==> src/logic/bcr_cfg.svh <==
/*
  Register offsets, field positions, reset values and the address step of the
  barometer control register bank.
  Assumes it is included by its bare name, once or more, before use.
*/
`ifndef BCR_CFG_SVH
`define BCR_CFG_SVH

// Register offsets
`define BCR_A_INT_CFG   8'h0B
`define BCR_A_THS_L     8'h0C
`define BCR_A_THS_H     8'h0D
`define BCR_A_CTRL1     8'h10
`define BCR_A_CTRL2     8'h11
`define BCR_A_CTRL3     8'h12
`define BCR_A_QCTL      8'h14
`define BCR_A_REF_L     8'h15
`define BCR_A_REF_M     8'h16
`define BCR_A_REF_H     8'h17
`define BCR_A_OFS_L     8'h18
`define BCR_A_OFS_H     8'h19
`define BCR_A_LPCFG     8'h1A

// control_two fields
`define BCR_B_TRIM      7
`define BCR_B_QEN       6
`define BCR_B_STOPWM    5
`define BCR_B_AINC      4
`define BCR_B_I2CDIS    3
`define BCR_B_SWRST     2
`define BCR_B_C2RSV     1
`define BCR_B_ONESHOT   0

// interrupt_pin_control fields
`define BCR_B_POL       7
`define BCR_B_DRV       6
`define BCR_B_FULL      5
`define BCR_B_WM        4
`define BCR_B_OVR       3
`define BCR_B_NEW       2
`define BCR_B_SRC       0

// control_one, interrupt config, queue control, low-power fields
`define BCR_B_RATE      4
`define BCR_B_AREF      7
`define BCR_B_AZERO     5
`define BCR_B_THR       3
`define BCR_B_QMODE     5
`define BCR_B_LC        0
`define BCR_B_LPRSV     1

// Reset values
`define BCR_RST_ZERO    8'h00
`define BCR_RST_CTRL2   8'h10

// Address step after each byte when auto-increment is on
`define BCR_ADDR_STEP   8'h01

`endif

==> src/logic/bcr_pkg.sv <==
/*
  Types shared by both ends of the barometer control register bank.
  Assumes bcr_cfg.svh holds the numeric constants.
*/
package bcr_pkg;

  // Queue operating modes
  typedef enum logic [2:0] {
    BCR_Q_BYPASS   = 3'h0,
    BCR_Q_QUEUE    = 3'h1,
    BCR_Q_STREAM   = 3'h2,
    BCR_Q_STR2Q    = 3'h3,
    BCR_Q_BYP2STR  = 3'h4,
    BCR_Q_RESERVED = 3'h5,
    BCR_Q_DYNSTR   = 3'h6,
    BCR_Q_BYP2Q    = 3'h7
  } bcr_qmode_t;

  // Interrupt pin content selection
  typedef enum logic [1:0] {
    BCR_S_DATA  = 2'h0,
    BCR_S_PHIGH = 2'h1,
    BCR_S_PLOW  = 2'h2,
    BCR_S_PBOTH = 2'h3
  } bcr_isrc_t;

  // Trim reload sequencer
  typedef enum logic [2:0] {
    BCR_T_IDLE = 3'b001,
    BCR_T_WAIT = 3'b010,
    BCR_T_COPY = 3'b100
  } bcr_trim_st_t;

endpackage : bcr_pkg

==> src/logic/bcr_if.sv <==
/*
  Link between the host controller and the barometer register bank:
  byte register access plus the interrupt pin.
  Assumes both ends share ref_clk; the pin level is resolved here.
*/
`timescale 1ns/1ps
`default_nettype none

interface bcr_if #(
  parameter logic PULL_LEVEL = 1'b1
);
  logic [7:0] acc_addr;
  logic [7:0] acc_wdata;
  logic       acc_wr;
  logic       acc_rd;
  logic       acc_seq;
  logic [7:0] acc_rdata;
  logic       int_out;
  logic       int_oe;
  wire        int_level;

  // Undriven pin falls to the external pull level
  assign int_level = int_oe ? int_out : PULL_LEVEL;

  modport device (
    input  acc_addr, acc_wdata, acc_wr, acc_rd, acc_seq,
    output acc_rdata, int_out, int_oe
  );

  modport host (
    output acc_addr, acc_wdata, acc_wr, acc_rd, acc_seq,
    input  acc_rdata, int_level
  );
endinterface : bcr_if

`default_nettype wire

==> src/logic/bcr_device.sv <==
/*
  Device end: control and configuration registers of the barometer, trim
  reload sequencing, conversion triggering, offset subtraction and the
  interrupt pin driver.
  Assumes core inputs (sample tick, results, queue and threshold flags)
  come from logic on ref_clk, and the host obeys its own write limits.
*/
`timescale 1ns/1ps
`default_nettype none
`include "bcr_cfg.svh"

module bcr_device (
  input  wire logic              ref_clk,
  input  wire logic              reset_n,
  bcr_if.device                  link,
  input  wire logic              odr_tick,
  input  wire logic              meas_valid,
  input  wire logic [23:0]       meas_pressure,
  input  wire logic              trim_done,
  input  wire logic              newdata_signal,
  input  wire logic              queue_overrun,
  input  wire logic              queue_watermark_hit,
  input  wire logic              queue_full,
  input  wire logic              press_high,
  input  wire logic              press_low,
  output logic                   trim_copy,
  output logic                   conv_start,
  output logic [23:0]            pressure_result,
  output logic                   result_update,
  output logic                   serial2w_disable,
  output logic                   queue_enable,
  output logic                   stop_at_watermark,
  output bcr_pkg::bcr_qmode_t    queue_mode_sel,
  output logic [4:0]             queue_watermark,
  output logic                   low_current_sel
);
  import bcr_pkg::*;

  logic [7:0]   icfg_reg, icfg_next, thl_reg, thl_next, thh_reg, thh_next;
  logic [7:0]   c1_reg, c1_next, c2_reg, c2_next, c3_reg, c3_next;
  logic [7:0]   qc_reg, qc_next, rl_reg, rl_next, rm_reg, rm_next;
  logic [7:0]   rh_reg, rh_next, ol_reg, ol_next, oh_reg, oh_next;
  logic [7:0]   lp_reg, lp_next, ptr_reg, ptr_next, rdata_reg, rdata_next;
  bcr_trim_st_t trim_reg, trim_next;
  logic         copy_reg, copy_next, conv_reg, conv_next;
  logic         upd_reg, upd_next, iout_reg, iout_next, ioe_reg, ioe_next;
  logic [23:0]  pres_reg, pres_next;
  logic [7:0]   eff_addr;
  logic         powered_down, act, lvl;
  logic [23:0]  ref_p, ofs_p;

  assign eff_addr     = link.acc_seq ? ptr_reg : link.acc_addr;
  assign powered_down = (c1_reg[`BCR_B_RATE +: 3] == 3'h0);
  assign ref_p        = {rh_reg, rm_reg, rl_reg};
  assign ofs_p        = {oh_reg, ol_reg, 8'h00};

  //////////////////////////////////////////////////////////////////////////
  // Register file, trim sequencer and conversion control
  always_comb begin
    icfg_next = icfg_reg; thl_next = thl_reg; thh_next = thh_reg;
    c1_next = c1_reg; c2_next = c2_reg; c3_next = c3_reg;
    qc_next = qc_reg; rl_next = rl_reg; rm_next = rm_reg; rh_next = rh_reg;
    ol_next = ol_reg; oh_next = oh_reg; lp_next = lp_reg;
    ptr_next = ptr_reg; rdata_next = 8'h00;
    trim_next = trim_reg; copy_next = 1'b0; conv_next = 1'b0;
    upd_next = 1'b0; pres_next = pres_reg;
    // Soft reset is acted on the cycle after the write, then clears
    if (c2_reg[`BCR_B_SWRST]) begin
      icfg_next = `BCR_RST_ZERO; thl_next = `BCR_RST_ZERO;
      thh_next = `BCR_RST_ZERO; c1_next = `BCR_RST_ZERO;
      c2_next = `BCR_RST_CTRL2; c3_next = `BCR_RST_ZERO;
      qc_next = `BCR_RST_ZERO; rl_next = `BCR_RST_ZERO;
      rm_next = `BCR_RST_ZERO; rh_next = `BCR_RST_ZERO;
    end
    // Trim reload waits for the next sample tick before copying
    case (trim_reg)
      BCR_T_IDLE: begin
        if (c2_reg[`BCR_B_TRIM]) trim_next = BCR_T_WAIT;
      end
      BCR_T_WAIT: begin
        if (!c2_reg[`BCR_B_TRIM]) trim_next = BCR_T_IDLE;
        else if (odr_tick) begin
          trim_next = BCR_T_COPY;
          copy_next = 1'b1;
        end
      end
      BCR_T_COPY: begin
        if (trim_done) begin
          trim_next = BCR_T_IDLE;
          c2_next[`BCR_B_TRIM] = 1'b0;
        end
      end
      default: trim_next = BCR_T_IDLE;
    endcase
    // Continuous sampling starts a conversion on every tick
    if (!powered_down && odr_tick) conv_next = 1'b1;
    // Results land only when a conversion was asked for
    if (meas_valid && (!powered_down || c2_reg[`BCR_B_ONESHOT])) begin
      upd_next = 1'b1;
      c2_next[`BCR_B_ONESHOT] = 1'b0;
      if (icfg_reg[`BCR_B_AZERO] || icfg_reg[`BCR_B_AREF])
        pres_next = meas_pressure - ref_p;
      else
        pres_next = meas_pressure - ofs_p;
    end
    // Host writes come last so a set beats a same-cycle hardware clear
    if (link.acc_wr) begin
      ptr_next = eff_addr + (c2_reg[`BCR_B_AINC] ? `BCR_ADDR_STEP : 8'h00);
      if (eff_addr == `BCR_A_INT_CFG) icfg_next = link.acc_wdata;
      else if (eff_addr == `BCR_A_THS_L) thl_next = link.acc_wdata;
      else if (eff_addr == `BCR_A_THS_H) thh_next = link.acc_wdata;
      else if (eff_addr == `BCR_A_CTRL1) c1_next = link.acc_wdata;
      else if (eff_addr == `BCR_A_CTRL2) begin
        c2_next = link.acc_wdata;
        // Trigger outside power-down is dropped
        c2_next[`BCR_B_ONESHOT] = link.acc_wdata[`BCR_B_ONESHOT] &&
                                  powered_down;
        conv_next = conv_next || c2_next[`BCR_B_ONESHOT];
        c2_next[`BCR_B_TRIM] = link.acc_wdata[`BCR_B_TRIM] ||
                               c2_next[`BCR_B_TRIM];
      end
      else if (eff_addr == `BCR_A_CTRL3) c3_next = link.acc_wdata;
      else if (eff_addr == `BCR_A_QCTL) qc_next = link.acc_wdata;
      else if (eff_addr == `BCR_A_REF_L) rl_next = link.acc_wdata;
      else if (eff_addr == `BCR_A_REF_M) rm_next = link.acc_wdata;
      else if (eff_addr == `BCR_A_REF_H) rh_next = link.acc_wdata;
      else if (eff_addr == `BCR_A_OFS_L) ol_next = link.acc_wdata;
      else if (eff_addr == `BCR_A_OFS_H) oh_next = link.acc_wdata;
      else if (eff_addr == `BCR_A_LPCFG) lp_next = link.acc_wdata;
    end
    // Read data stands only in the cycle after the strobe
    if (link.acc_rd) begin
      ptr_next = eff_addr + (c2_reg[`BCR_B_AINC] ? `BCR_ADDR_STEP : 8'h00);
      if (eff_addr == `BCR_A_INT_CFG) rdata_next = icfg_reg;
      else if (eff_addr == `BCR_A_THS_L) rdata_next = thl_reg;
      else if (eff_addr == `BCR_A_THS_H) rdata_next = thh_reg;
      else if (eff_addr == `BCR_A_CTRL1) rdata_next = c1_reg;
      else if (eff_addr == `BCR_A_CTRL2) rdata_next = c2_reg;
      else if (eff_addr == `BCR_A_CTRL3) rdata_next = c3_reg;
      else if (eff_addr == `BCR_A_QCTL) rdata_next = qc_reg;
      else if (eff_addr == `BCR_A_REF_L) rdata_next = rl_reg;
      else if (eff_addr == `BCR_A_REF_M) rdata_next = rm_reg;
      else if (eff_addr == `BCR_A_REF_H) rdata_next = rh_reg;
      else if (eff_addr == `BCR_A_OFS_L) rdata_next = ol_reg;
      else if (eff_addr == `BCR_A_OFS_H) rdata_next = oh_reg;
      else if (eff_addr == `BCR_A_LPCFG) rdata_next = lp_reg;
    end
  end

  //////////////////////////////////////////////////////////////////////////
  // Interrupt pin: select, then apply polarity and pad driver style
  always_comb begin
    case (bcr_isrc_t'(c3_reg[`BCR_B_SRC +: 2]))
      // Any enabled data source asserts the pin
      BCR_S_DATA:  act = (c3_reg[`BCR_B_NEW]  && newdata_signal) ||
                         (c3_reg[`BCR_B_WM]   && queue_watermark_hit) ||
                         (c3_reg[`BCR_B_OVR]  && queue_overrun) ||
                         (c3_reg[`BCR_B_FULL] && queue_full);
      BCR_S_PHIGH: act = press_high;
      BCR_S_PLOW:  act = press_low;
      default:     act = press_high || press_low;
    endcase
    lvl       = act ^ c3_reg[`BCR_B_POL];
    iout_next = lvl;
    // Open drain lets go of the pad while idle
    ioe_next  = c3_reg[`BCR_B_DRV] ? act : 1'b1;
  end

  //////////////////////////////////////////////////////////////////////////
  // State registers
  always_ff @(posedge ref_clk or negedge reset_n) begin
    if (!reset_n) begin
      icfg_reg <= `BCR_RST_ZERO; thl_reg <= `BCR_RST_ZERO;
      thh_reg <= `BCR_RST_ZERO; c1_reg <= `BCR_RST_ZERO;
      c2_reg <= `BCR_RST_CTRL2; c3_reg <= `BCR_RST_ZERO;
      qc_reg <= `BCR_RST_ZERO; rl_reg <= `BCR_RST_ZERO;
      rm_reg <= `BCR_RST_ZERO; rh_reg <= `BCR_RST_ZERO;
      ol_reg <= `BCR_RST_ZERO; oh_reg <= `BCR_RST_ZERO;
      lp_reg <= `BCR_RST_ZERO; ptr_reg <= 8'h00; rdata_reg <= 8'h00;
      trim_reg <= BCR_T_IDLE; copy_reg <= 1'b0; conv_reg <= 1'b0;
      upd_reg <= 1'b0; pres_reg <= 24'h000000;
      iout_reg <= 1'b0; ioe_reg <= 1'b1;
    end else begin
      icfg_reg <= icfg_next; thl_reg <= thl_next; thh_reg <= thh_next;
      c1_reg <= c1_next; c2_reg <= c2_next; c3_reg <= c3_next;
      qc_reg <= qc_next; rl_reg <= rl_next; rm_reg <= rm_next;
      rh_reg <= rh_next; ol_reg <= ol_next; oh_reg <= oh_next;
      lp_reg <= lp_next; ptr_reg <= ptr_next; rdata_reg <= rdata_next;
      trim_reg <= trim_next; copy_reg <= copy_next; conv_reg <= conv_next;
      upd_reg <= upd_next; pres_reg <= pres_next;
      iout_reg <= iout_next; ioe_reg <= ioe_next;
    end
  end

  // Outputs straight from registers
  assign link.acc_rdata    = rdata_reg;
  assign link.int_out      = iout_reg;
  assign link.int_oe       = ioe_reg;
  assign trim_copy         = copy_reg;
  assign conv_start        = conv_reg;
  assign pressure_result   = pres_reg;
  assign result_update     = upd_reg;
  assign serial2w_disable  = c2_reg[`BCR_B_I2CDIS];
  assign queue_enable      = c2_reg[`BCR_B_QEN];
  assign stop_at_watermark = c2_reg[`BCR_B_STOPWM];
  assign queue_mode_sel    =
    bcr_qmode_t'(qc_reg[`BCR_B_QMODE +: 3]);
  assign queue_watermark   = qc_reg[4:0];
  assign low_current_sel   = lp_reg[`BCR_B_LC];

endmodule : bcr_device

`default_nettype wire

==> src/flat_wrapper.sv <==
// flat-port wrapper written by rule: the top's interface ports become plain ports
module bcr_device_flat import bcr_pkg::*;
  (ref_clk, reset_n, odr_tick, meas_valid, meas_pressure, trim_done, newdata_signal, queue_overrun, queue_watermark_hit, queue_full, press_high, press_low, trim_copy, conv_start, pressure_result, result_update, serial2w_disable, queue_enable, stop_at_watermark, queue_mode_sel, queue_watermark, low_current_sel, link_acc_addr, link_acc_wdata, link_acc_wr, link_acc_rd, link_acc_seq, link_acc_rdata, link_int_out, link_int_oe);
  bcr_if #(.PULL_LEVEL(1'b1)) link_i ();
  input  wire logic ref_clk;
  input  wire logic reset_n;
  input  wire logic odr_tick;
  input  wire logic meas_valid;
  input  wire logic [23:0] meas_pressure;
  input  wire logic trim_done;
  input  wire logic newdata_signal;
  input  wire logic queue_overrun;
  input  wire logic queue_watermark_hit;
  input  wire logic queue_full;
  input  wire logic press_high;
  input  wire logic press_low;
  output logic trim_copy;
  output logic conv_start;
  output logic [23:0] pressure_result;
  output logic result_update;
  output logic serial2w_disable;
  output logic queue_enable;
  output logic stop_at_watermark;
  output bcr_pkg::bcr_qmode_t queue_mode_sel;
  output logic [4:0] queue_watermark;
  output logic low_current_sel;
  input wire logic [$bits(link_i.acc_addr)-1:0] link_acc_addr;
  input wire logic [$bits(link_i.acc_wdata)-1:0] link_acc_wdata;
  input wire logic [$bits(link_i.acc_wr)-1:0] link_acc_wr;
  input wire logic [$bits(link_i.acc_rd)-1:0] link_acc_rd;
  input wire logic [$bits(link_i.acc_seq)-1:0] link_acc_seq;
  output wire logic [$bits(link_i.acc_rdata)-1:0] link_acc_rdata;
  output wire logic [$bits(link_i.int_out)-1:0] link_int_out;
  output wire logic [$bits(link_i.int_oe)-1:0] link_int_oe;
  assign link_i.acc_addr = link_acc_addr;
  assign link_i.acc_wdata = link_acc_wdata;
  assign link_i.acc_wr = link_acc_wr;
  assign link_i.acc_rd = link_acc_rd;
  assign link_i.acc_seq = link_acc_seq;
  assign link_acc_rdata = link_i.acc_rdata;
  assign link_int_out = link_i.int_out;
  assign link_int_oe = link_i.int_oe;
  bcr_device u_core (.ref_clk(ref_clk), .reset_n(reset_n), .link(link_i), .odr_tick(odr_tick), .meas_valid(meas_valid), .meas_pressure(meas_pressure), .trim_done(trim_done), .newdata_signal(newdata_signal), .queue_overrun(queue_overrun), .queue_watermark_hit(queue_watermark_hit), .queue_full(queue_full), .press_high(press_high), .press_low(press_low), .trim_copy(trim_copy), .conv_start(conv_start), .pressure_result(pressure_result), .result_update(result_update), .serial2w_disable(serial2w_disable), .queue_enable(queue_enable), .stop_at_watermark(stop_at_watermark), .queue_mode_sel(queue_mode_sel), .queue_watermark(queue_watermark), .low_current_sel(low_current_sel));
endmodule
==> config.mk <==
export PLATFORM = sky130hd
export DESIGN_NAME = bcr_device_flat
export DESIGN_NICKNAME = d
export VERILOG_FILES = /design/src/logic/bcr_pkg.sv /design/src/logic/bcr_if.sv /design/src/logic/bcr_device.sv /design/src/flat_wrapper.sv
export VERILOG_INCLUDE_DIRS = /design/src /design/src/logic
export SDC_FILE = /design/constraint.sdc
export NUM_CORES = 1
export LEC_CHECK = 0
export BUFFER_PORTS_ARGS = -buffer_cell sky130_fd_sc_hd__buf_2
export CAP_MARGIN = 40
export CORE_MARGIN = 4
export CORE_UTILIZATION = 60
export CTS_BUF_LIST = sky130_fd_sc_hd__clkbuf_8
export DETAILED_ROUTE_END_ITERATION = 8
export GPL_TIMING_DRIVEN = 0
export PLACE_DENSITY = 0.82
export SLEW_MARGIN = 20
export SYNTH_ARGS = -nofsm -noshare
export SYNTH_HDL_FRONTEND = slang
export SYNTH_SLANG_ARGS = --single-unit
==> constraint.sdc <==
create_clock -name ref_clk -period 3.2 [get_ports ref_clk]
set_input_delay 0.64 -clock ref_clk [delete_from_list [all_inputs] [get_ports ref_clk]]
set_output_delay 0.64 -clock ref_clk [all_outputs]
set_load 0.005 [all_outputs]
=== Word-level counts from Yosys, hierarchy flattened ===
Cells that the tools add are included.

* Register bits after elaboration: 152
* Latch bits: 0
* Bits in writable memories: 0
* Memory bits (read-only): 0
* Bits of input ports: 54
* Word-level logic and storage cells: 196
* Memories kept: 0

* Add/sub/neg operators: 3
* $mul: 0
* Divide/modulo/power cells: 0
* $lt $le $gt $ge: 0
* Eq/ne operators: 21
* Shifts and indexed selects: 0
* Mux-type cells: 115
* Bitwise operators: 13
* Reduce and logical (&&, ||, !) cells: 22

{| class="wikitable"
|+ Operators by type and width
! kind !! number
|-
| $mux 8 || 92
|-
| $eq 8x5->1 const B || 10
|-
| $sub 24x24->24 || 2
|-
| $eq 8x4->1 const B || 3
|-
| $mux 24 || 1
|-
| $mux 1 || 16
|-
| $reduce_and 14->1 || 1
|-
| $reduce_and 13->1 || 1
|-
| $mux 3 || 4
|-
| $not 1->1 || 12
|-
| $reduce_and 12->1 || 1
|-
| $pmux 3 s3 || 1
|-
| $add 8x8->8 || 1
|-
| $logic_and 1x1->1 || 7
|-
| $logic_or 1x1->1 || 7
|-
| $eq 3x1->1 const B || 1
|-
| $eq 3x2->1 const B || 1
|-
| $eq 3x3->1 const B || 1
|-
| $logic_not 3->1 || 1
|-
| $ne 3x3->1 const B || 1
|-
| $pmux 1 s3 || 1
|-
| $reduce_and 3->1 || 1
|-
| $eq 2x1->1 const B || 1
|-
| $eq 2x2->1 const B || 1
|-
| other kinds (6) || 6
|}

=== Depth between registers and ports, before layout ===
* Word-level depth: 16
* Mapped depth: 14

=== Least setup slack after synthesis ===
No wires, ideal clock.

* Path kind: input port to flip-flop
* From: input port meas_pressure[0]
* To: register u_core.pres_reg[16] (netlist: u_core.pressure_result[16])
* Data arrival time: 2.910 ns
* Data required time: 3.076 ns
* Setup slack: 0.166 ns
* Cell stages on the path: 12
* Buffers on the path: 0
* Cells stage by stage: inv_1 ha_1 fa_1 nor2b_1 o21a_1 o21ai_1 a311oi_1 a221o_1 a21oi_1 o21a_1 mux2i_1 a211o_1

* Longest elaborated chain between the ends: 2
* Elaborated cells between the ends (all ways): 3
* Classes of those cells: 2 x add/sub; 1 x mux

{| class="wikitable"
|+ Ends and longest elaborated chain
! element !! line !! RTL
|-
| start: declaration || flat_wrapper.sv:9 || <nowiki>input wire logic [23:0] meas_pressure;</nowiki>
|-
| $sub 24x24->24 (on tied branches) || bcr_device.sv:104, bcr_device.sv:102 ||
|-
| $mux 24 (*) || bcr_device.sv:101 || <nowiki>if (icfg_reg[`BCR_B_AZERO] || icfg_reg[`BCR_B_AREF])</nowiki>
|-
| end signal: assignment || bcr_device.sv:190 || <nowiki>upd_reg <= upd_next; pres_reg <= pres_next;</nowiki>
|-
| end: declaration || bcr_device.sv:47 || <nowiki>logic [23:0] pres_reg, pres_next;</nowiki>
|}

Every way passes the cells marked *; elsewhere a longest branch is shown, timed or not.
A chain may end at the register's enable or synchronous reset.

=== Final worst setup path ===
* From: input port link_acc_seq
* To: register u_core.rdata_reg[4] (netlist: u_core.link.acc_rdata[4])

* Longest elaborated chain between the ends: 16
* Elaborated cells between the ends (all ways): 28
* Classes of those cells: 13 x eq/ne; 15 x mux

{| class="wikitable"
|+ Ends and longest elaborated chain
! element !! line !! RTL
|-
| start: declaration || flat_wrapper.sv:31 || <nowiki>input wire logic [$bits(link_i.acc_seq)-1:0] link_acc_seq;</nowiki>
|-
| $mux 8 (*) || bcr_device.sv:52 || <nowiki>assign eff_addr = link.acc_seq ? ptr_reg : link.acc_addr;</nowiki>
|-
| $eq 8x5->1 (no source line) || -- ||
|-
| $mux 8 || bcr_device.sv:146 || <nowiki>else if (eff_addr == `BCR_A_LPCFG) rdata_next = lp_reg;</nowiki>
|-
| $mux 8 || bcr_device.sv:145 || <nowiki>else if (eff_addr == `BCR_A_OFS_H) rdata_next = oh_reg;</nowiki>
|-
| $mux 8 || bcr_device.sv:144 || <nowiki>else if (eff_addr == `BCR_A_OFS_L) rdata_next = ol_reg;</nowiki>
|-
| $mux 8 || bcr_device.sv:143 || <nowiki>else if (eff_addr == `BCR_A_REF_H) rdata_next = rh_reg;</nowiki>
|-
| $mux 8 || bcr_device.sv:142 || <nowiki>else if (eff_addr == `BCR_A_REF_M) rdata_next = rm_reg;</nowiki>
|-
| $mux 8 || bcr_device.sv:141 || <nowiki>else if (eff_addr == `BCR_A_REF_L) rdata_next = rl_reg;</nowiki>
|-
| $mux 8 || bcr_device.sv:140 || <nowiki>else if (eff_addr == `BCR_A_QCTL) rdata_next = qc_reg;</nowiki>
|-
| $mux 8 || bcr_device.sv:139 || <nowiki>else if (eff_addr == `BCR_A_CTRL3) rdata_next = c3_reg;</nowiki>
|-
| $mux 8 || bcr_device.sv:138 || <nowiki>else if (eff_addr == `BCR_A_CTRL2) rdata_next = c2_reg;</nowiki>
|-
| $mux 8 || bcr_device.sv:137 || <nowiki>else if (eff_addr == `BCR_A_CTRL1) rdata_next = c1_reg;</nowiki>
|-
| $mux 8 || bcr_device.sv:136 || <nowiki>else if (eff_addr == `BCR_A_THS_H) rdata_next = thh_reg;</nowiki>
|-
| $mux 8 || bcr_device.sv:135 || <nowiki>else if (eff_addr == `BCR_A_THS_L) rdata_next = thl_reg;</nowiki>
|-
| $mux 8 (*) || bcr_device.sv:134 || <nowiki>if (eff_addr == `BCR_A_INT_CFG) rdata_next = icfg_reg;</nowiki>
|-
| $mux 8 (*) || bcr_device.sv:132 || <nowiki>if (link.acc_rd) begin</nowiki>
|-
| net u_core.rdata_next[4] || bcr_device.sv:43 || <nowiki>logic [7:0] lp_reg, lp_next, ptr_reg, ptr_next, rdata_reg, rdata_next;</nowiki>
|-
| end signal: assignment || bcr_device.sv:188 || <nowiki>lp_reg <= lp_next; ptr_reg <= ptr_next; rdata_reg <= rdata_next;</nowiki>
|-
| end: declaration || bcr_device.sv:43 ||
|}

The timed path passes the listed nets; every way through them passes the cells marked *.

==> run_results.csv <==
group,metric,value,unit
layout,final_layout_size_suffix_gt1_share,16.5,%
layout,largest_register_ffs,24,
synth,ys_seq_area_share,40.5,%
clock_tree,cts_buffers,17,
layout,areaGrowthSynthToFinish,13.6,%
pwr,clock_power_share,29.0,%
setup_path,crit_path_start_kind,"input pin",
layout,fill_cells,1241,
setup_path,cpMostUsedCell,"buf_4",
timing,slew_headroom,34.8,%
synth,synth_flop_cell,"dfrtp_1",
place,globalplace.congestion,0.966,
pwr,ir_drop,0.300,mV
setup_path,required,3.53,ns
route,vias_per_cell,6.15,
clock_tree,clkSinkCount,152,
synth,synth_seq_cells,152,
route,route.detailed.drc,0,
route,drt_iter0_drc,903,
clock_tree,clk_latency,0.47,ns
place,dp_hpwl,20.3,mm
synth,synth_warnings,0,
timing,holdWs,0.0804,ns
grt,grt_usage,31.6,%
pwr,pwr-share-comb,27.2,%
timing,finalCritPeriodShare,95.2,%
grt,grt_pass1_vias,8410,
synth,synth_top_area_cell,"dfrtp_1",
floorplan,ioPinCount,103,
timing,setup_viol,0,
layout,layout.cells.non_filler,1425,
clock_tree,htreeDepth,4,
setup_path,worstPathMaxFanout,10,
setup_path,crit_start,"link_acc_seq",
setup_path,worstReg2RegStart,"u_core.rl_reg[0]",
floorplan,fp.dieArea,17700,um^2
route,dr.pass1.iters,5,
clock_tree,cts_tree,"yes",
pwr,total_power,5.61,mW
clock_tree,clk_pin_slew_worst_paths,0.08,ns
timing,finClkSkew,0.00960,ns
floorplan,core_area,15300,um^2
setup_path,crit_chain,"buf_2 > buf_6 > buf_4 > mux2i_1 > buf_4 > inv_1 > clkbuf_4 > and3_1 > a221oi_1 > o22a_1 > a31oi_1 > a211oi_1 > o2bb2ai_1",
synth,netlist_instances,1078,
setup_path,critPathCaptureType,"register",
synth,synthesis.nets,1174,
clock_tree,cts.path.max_buffers,2,
pwr,power_density,525,nW/um^2
grt,antenna_found_initial,0,
floorplan,die_w,133,um
outcome,status,"complete, no violations",
pwr,sw_frac_of_total,33.5,%
min_path,hold_path.class,"in2async",
synth,synth_top_area_share,39.7,%
floorplan,initial_core_util,61.5,%
setup_path,slowest_stage,"a221oi_1",
pwr,sequentialPowerShare,43.8,%
floorplan,die_y,133,um
route,wl,27.8,mm
timing,rsz0062_at_grt,"false",
layout,fin_nets,1297,
setup_path,worst-setup-path-type,"in2reg",
route,routedWlPerCell,19.5,um
synth,synth.top_cells.by_area,"dfrtp_1, nand2_1, o21ai_0",
clock_tree,postCtsHoldBufs,0,
timing,period_needed,3.05,ns
pwr,p_switching,1.88,mW
synth,synth_area_per_cell,8.71,um^2
route,num_vias,8766,
grt,grt_start_max_net_pins,101,
grt,grt_overflow,0,
setup_path,worstPathArrival,3.38,ns
run,cap_viol_max_count,0,
timing,drv_slew,0,
synth,synthArstFlopShare,100,%
pwr,p_leak,4.85,nW
place,place_inst,1390,
route,ant_nets,0,
synth,synth_cell_type_count,79,
synth,syn_area,9390,um^2
floorplan,row_count,45,
layout,diodes,0,
clock_tree,cts_root_buf,"clkbuf_8",
setup_path,slowest_delay,0.41,ns
timing,tightest_slew,0.970,ns
grt,grt_first_pass_wirelength,44.2,mm
timing,fmax,0.328,GHz
timing,hold_viol,0,
synth,synth_edf_count,0,
pwr,p_int,3.73,mW
place,io_buffers,100,
-- per-layer routing --
metal	part of all wire (%)	global-route usage (%)	vias to the layer above	wire length (um)
met5	0	0	-	0
met4	4.4	13.8	0	1240
met3	9.6	7.97	97	2670
met2	44	48.4	481	12300
met1	42	42.9	4151	11600
li1	-	-	4037	-
-- what timing repair did --
item / 4_1_cts / 5_1_grt
setup buffers: 0 / 3
endpoints found under the hold margin: 0 / 0
setup endpoints to repair: 0 / 7
gates resized for setup: 0 / 7
-- logic make-up after synthesis --
logic type	count (synthesis)	share of synthesized area, %
adders and majority gates	42	5.76
AOI/OAI and AO/OA	297	19.8
buffers and inverters	110	4.81
xor gates and xnor gates	35	3.26
and+or+nand+nor	410	22.1
DFF	152	40.5
muxes	32	3.69
-- power by group through the flow --
| stage | Combinational (mW) | Clock (mW) | Sequential [mW] |
|---|---|---|---|
| global placement | 1.44 | 0 | 2.47 |
| CTS | 1.49 | 1.63 | 2.45 |
| global route | 1.70 | 1.70 | 2.49 |
| detailed placement | 1.48 | 0 | 2.48 |
| floorplan | 0.971 | 0 | 2.43 |
| finish | 1.52 | 1.63 | 2.46 |
-- synthesized netlist by cell type (7+ instances only) --
| master | instances |
|---|---|
| nor2_1 | 59 |
| a31oi_1 | 14 |
| o22ai_1 | 14 |
| clkbuf_1 | 38 |
| mux2i_1 | 11 |
| dfrtp_1 | 149 |
| inv_1 | 54 |
| ha_1 | 40 |
| nand2b_1 | 54 |
| o31ai_1 | 27 |
| nor3_1 | 21 |
| nor2b_1 | 10 |
| o21ai_1 | 7 |
| a32oi_1 | 7 |
| mux2_1 | 10 |
| mux2_2 | 11 |
| nand3b_1 | 10 |
| xnor2_1 | 25 |
| a21oi_1 | 55 |
| and3_1 | 8 |
| buf_2 | 10 |
| o21ai_0 | 102 |
| xor2_1 | 10 |
| o21a_1 | 9 |
| a221oi_1 | 8 |
| nand2_1 | 169 |
| nand3_1 | 24 |
-- critical path: cells and delay by family --
| family | cells | cell delay (ns) |
|---|---|---|
| simple gates | 1 | 0.21 |
| compound gates | 5 | 1.14 |
| mux | 1 | 0.32 |
| buf+inv | 6 | 1.06 |
-- worst paths after layout --
kind | cells past startpoint | end | slack (ns)
hold / removal | 1 | u_core.pressure_result[9] | 0.08
hold reg to reg | 2 | u_core.ptr_reg[0] | 0.47
min in group ref_clk | 3 | u_core.link.int_oe | 0.43
setup / recovery | 13 | u_core.link.acc_rdata[4] | 0.15
setup reg to reg | 11 | u_core.pressure_result[16] | 0.16
max in group asynchronous | 2 | u_core.rh_reg[6] | 2.31
-- final cells by class --
type	count	area [um^2]	area share, %
Sequential cell	152	3810	35.7
Buffer	56	254	2.38
Clock buffer	18	248	2.32
Clock inverter	14	184	1.72
Timing Repair Buffer	104	561	5.25
Tap cell	211	264	2.47
Multi-Input combinational cell	816	5150	48.3
Inverter	54	203	1.90
-- metrics by stage --
step / util [%] / setup TNS [ns] / area, um^2 / worst slack [ns]
final: 69.9 / 0 / 10700 / 0.153
after global routing: 69.9 / 0 / 10700 / 0.00862
after CTS: 69.6 / 0 / 10600 / 0.00283
after detailed placement: 66.8 / -2.30 / 10200 / -0.332
after global placement: 66.6 / -114.17 / 10200 / -0.766
after floorplan: - / 0 / 9390 / 0.166
-- layout by cell type, fill, tap and decap left out, types with 5 or more instances in the layout --
master / instances
nand2_1: 169
mux2_2: 11
o211ai_1: 5
inv_1: 58
nand2_2: 6
nand2b_1: 54
a221oi_1: 8
o22ai_1: 14
clkbuf_8: 18
mux2_1: 10
or3_1: 5
o31ai_1: 27
nor2_1: 59
and2_1: 6
clkbuf_1: 38
and3_1: 8
buf_2: 107
xor2_1: 10
nor2b_1: 9
a21o_1: 5
a211oi_1: 5
mux2i_1: 11
a32oi_1: 7
nor3_1: 21
nand3_1: 24
nand3b_1: 10
xnor2_1: 25
a21oi_1: 55
o21ai_0: 101
o21a_1: 9
buf_4: 6
ha_1: 40
a31oi_1: 13
dfrtp_1: 149
o21ai_1: 7
Note: power is estimated with default switching activity, not from simulation.
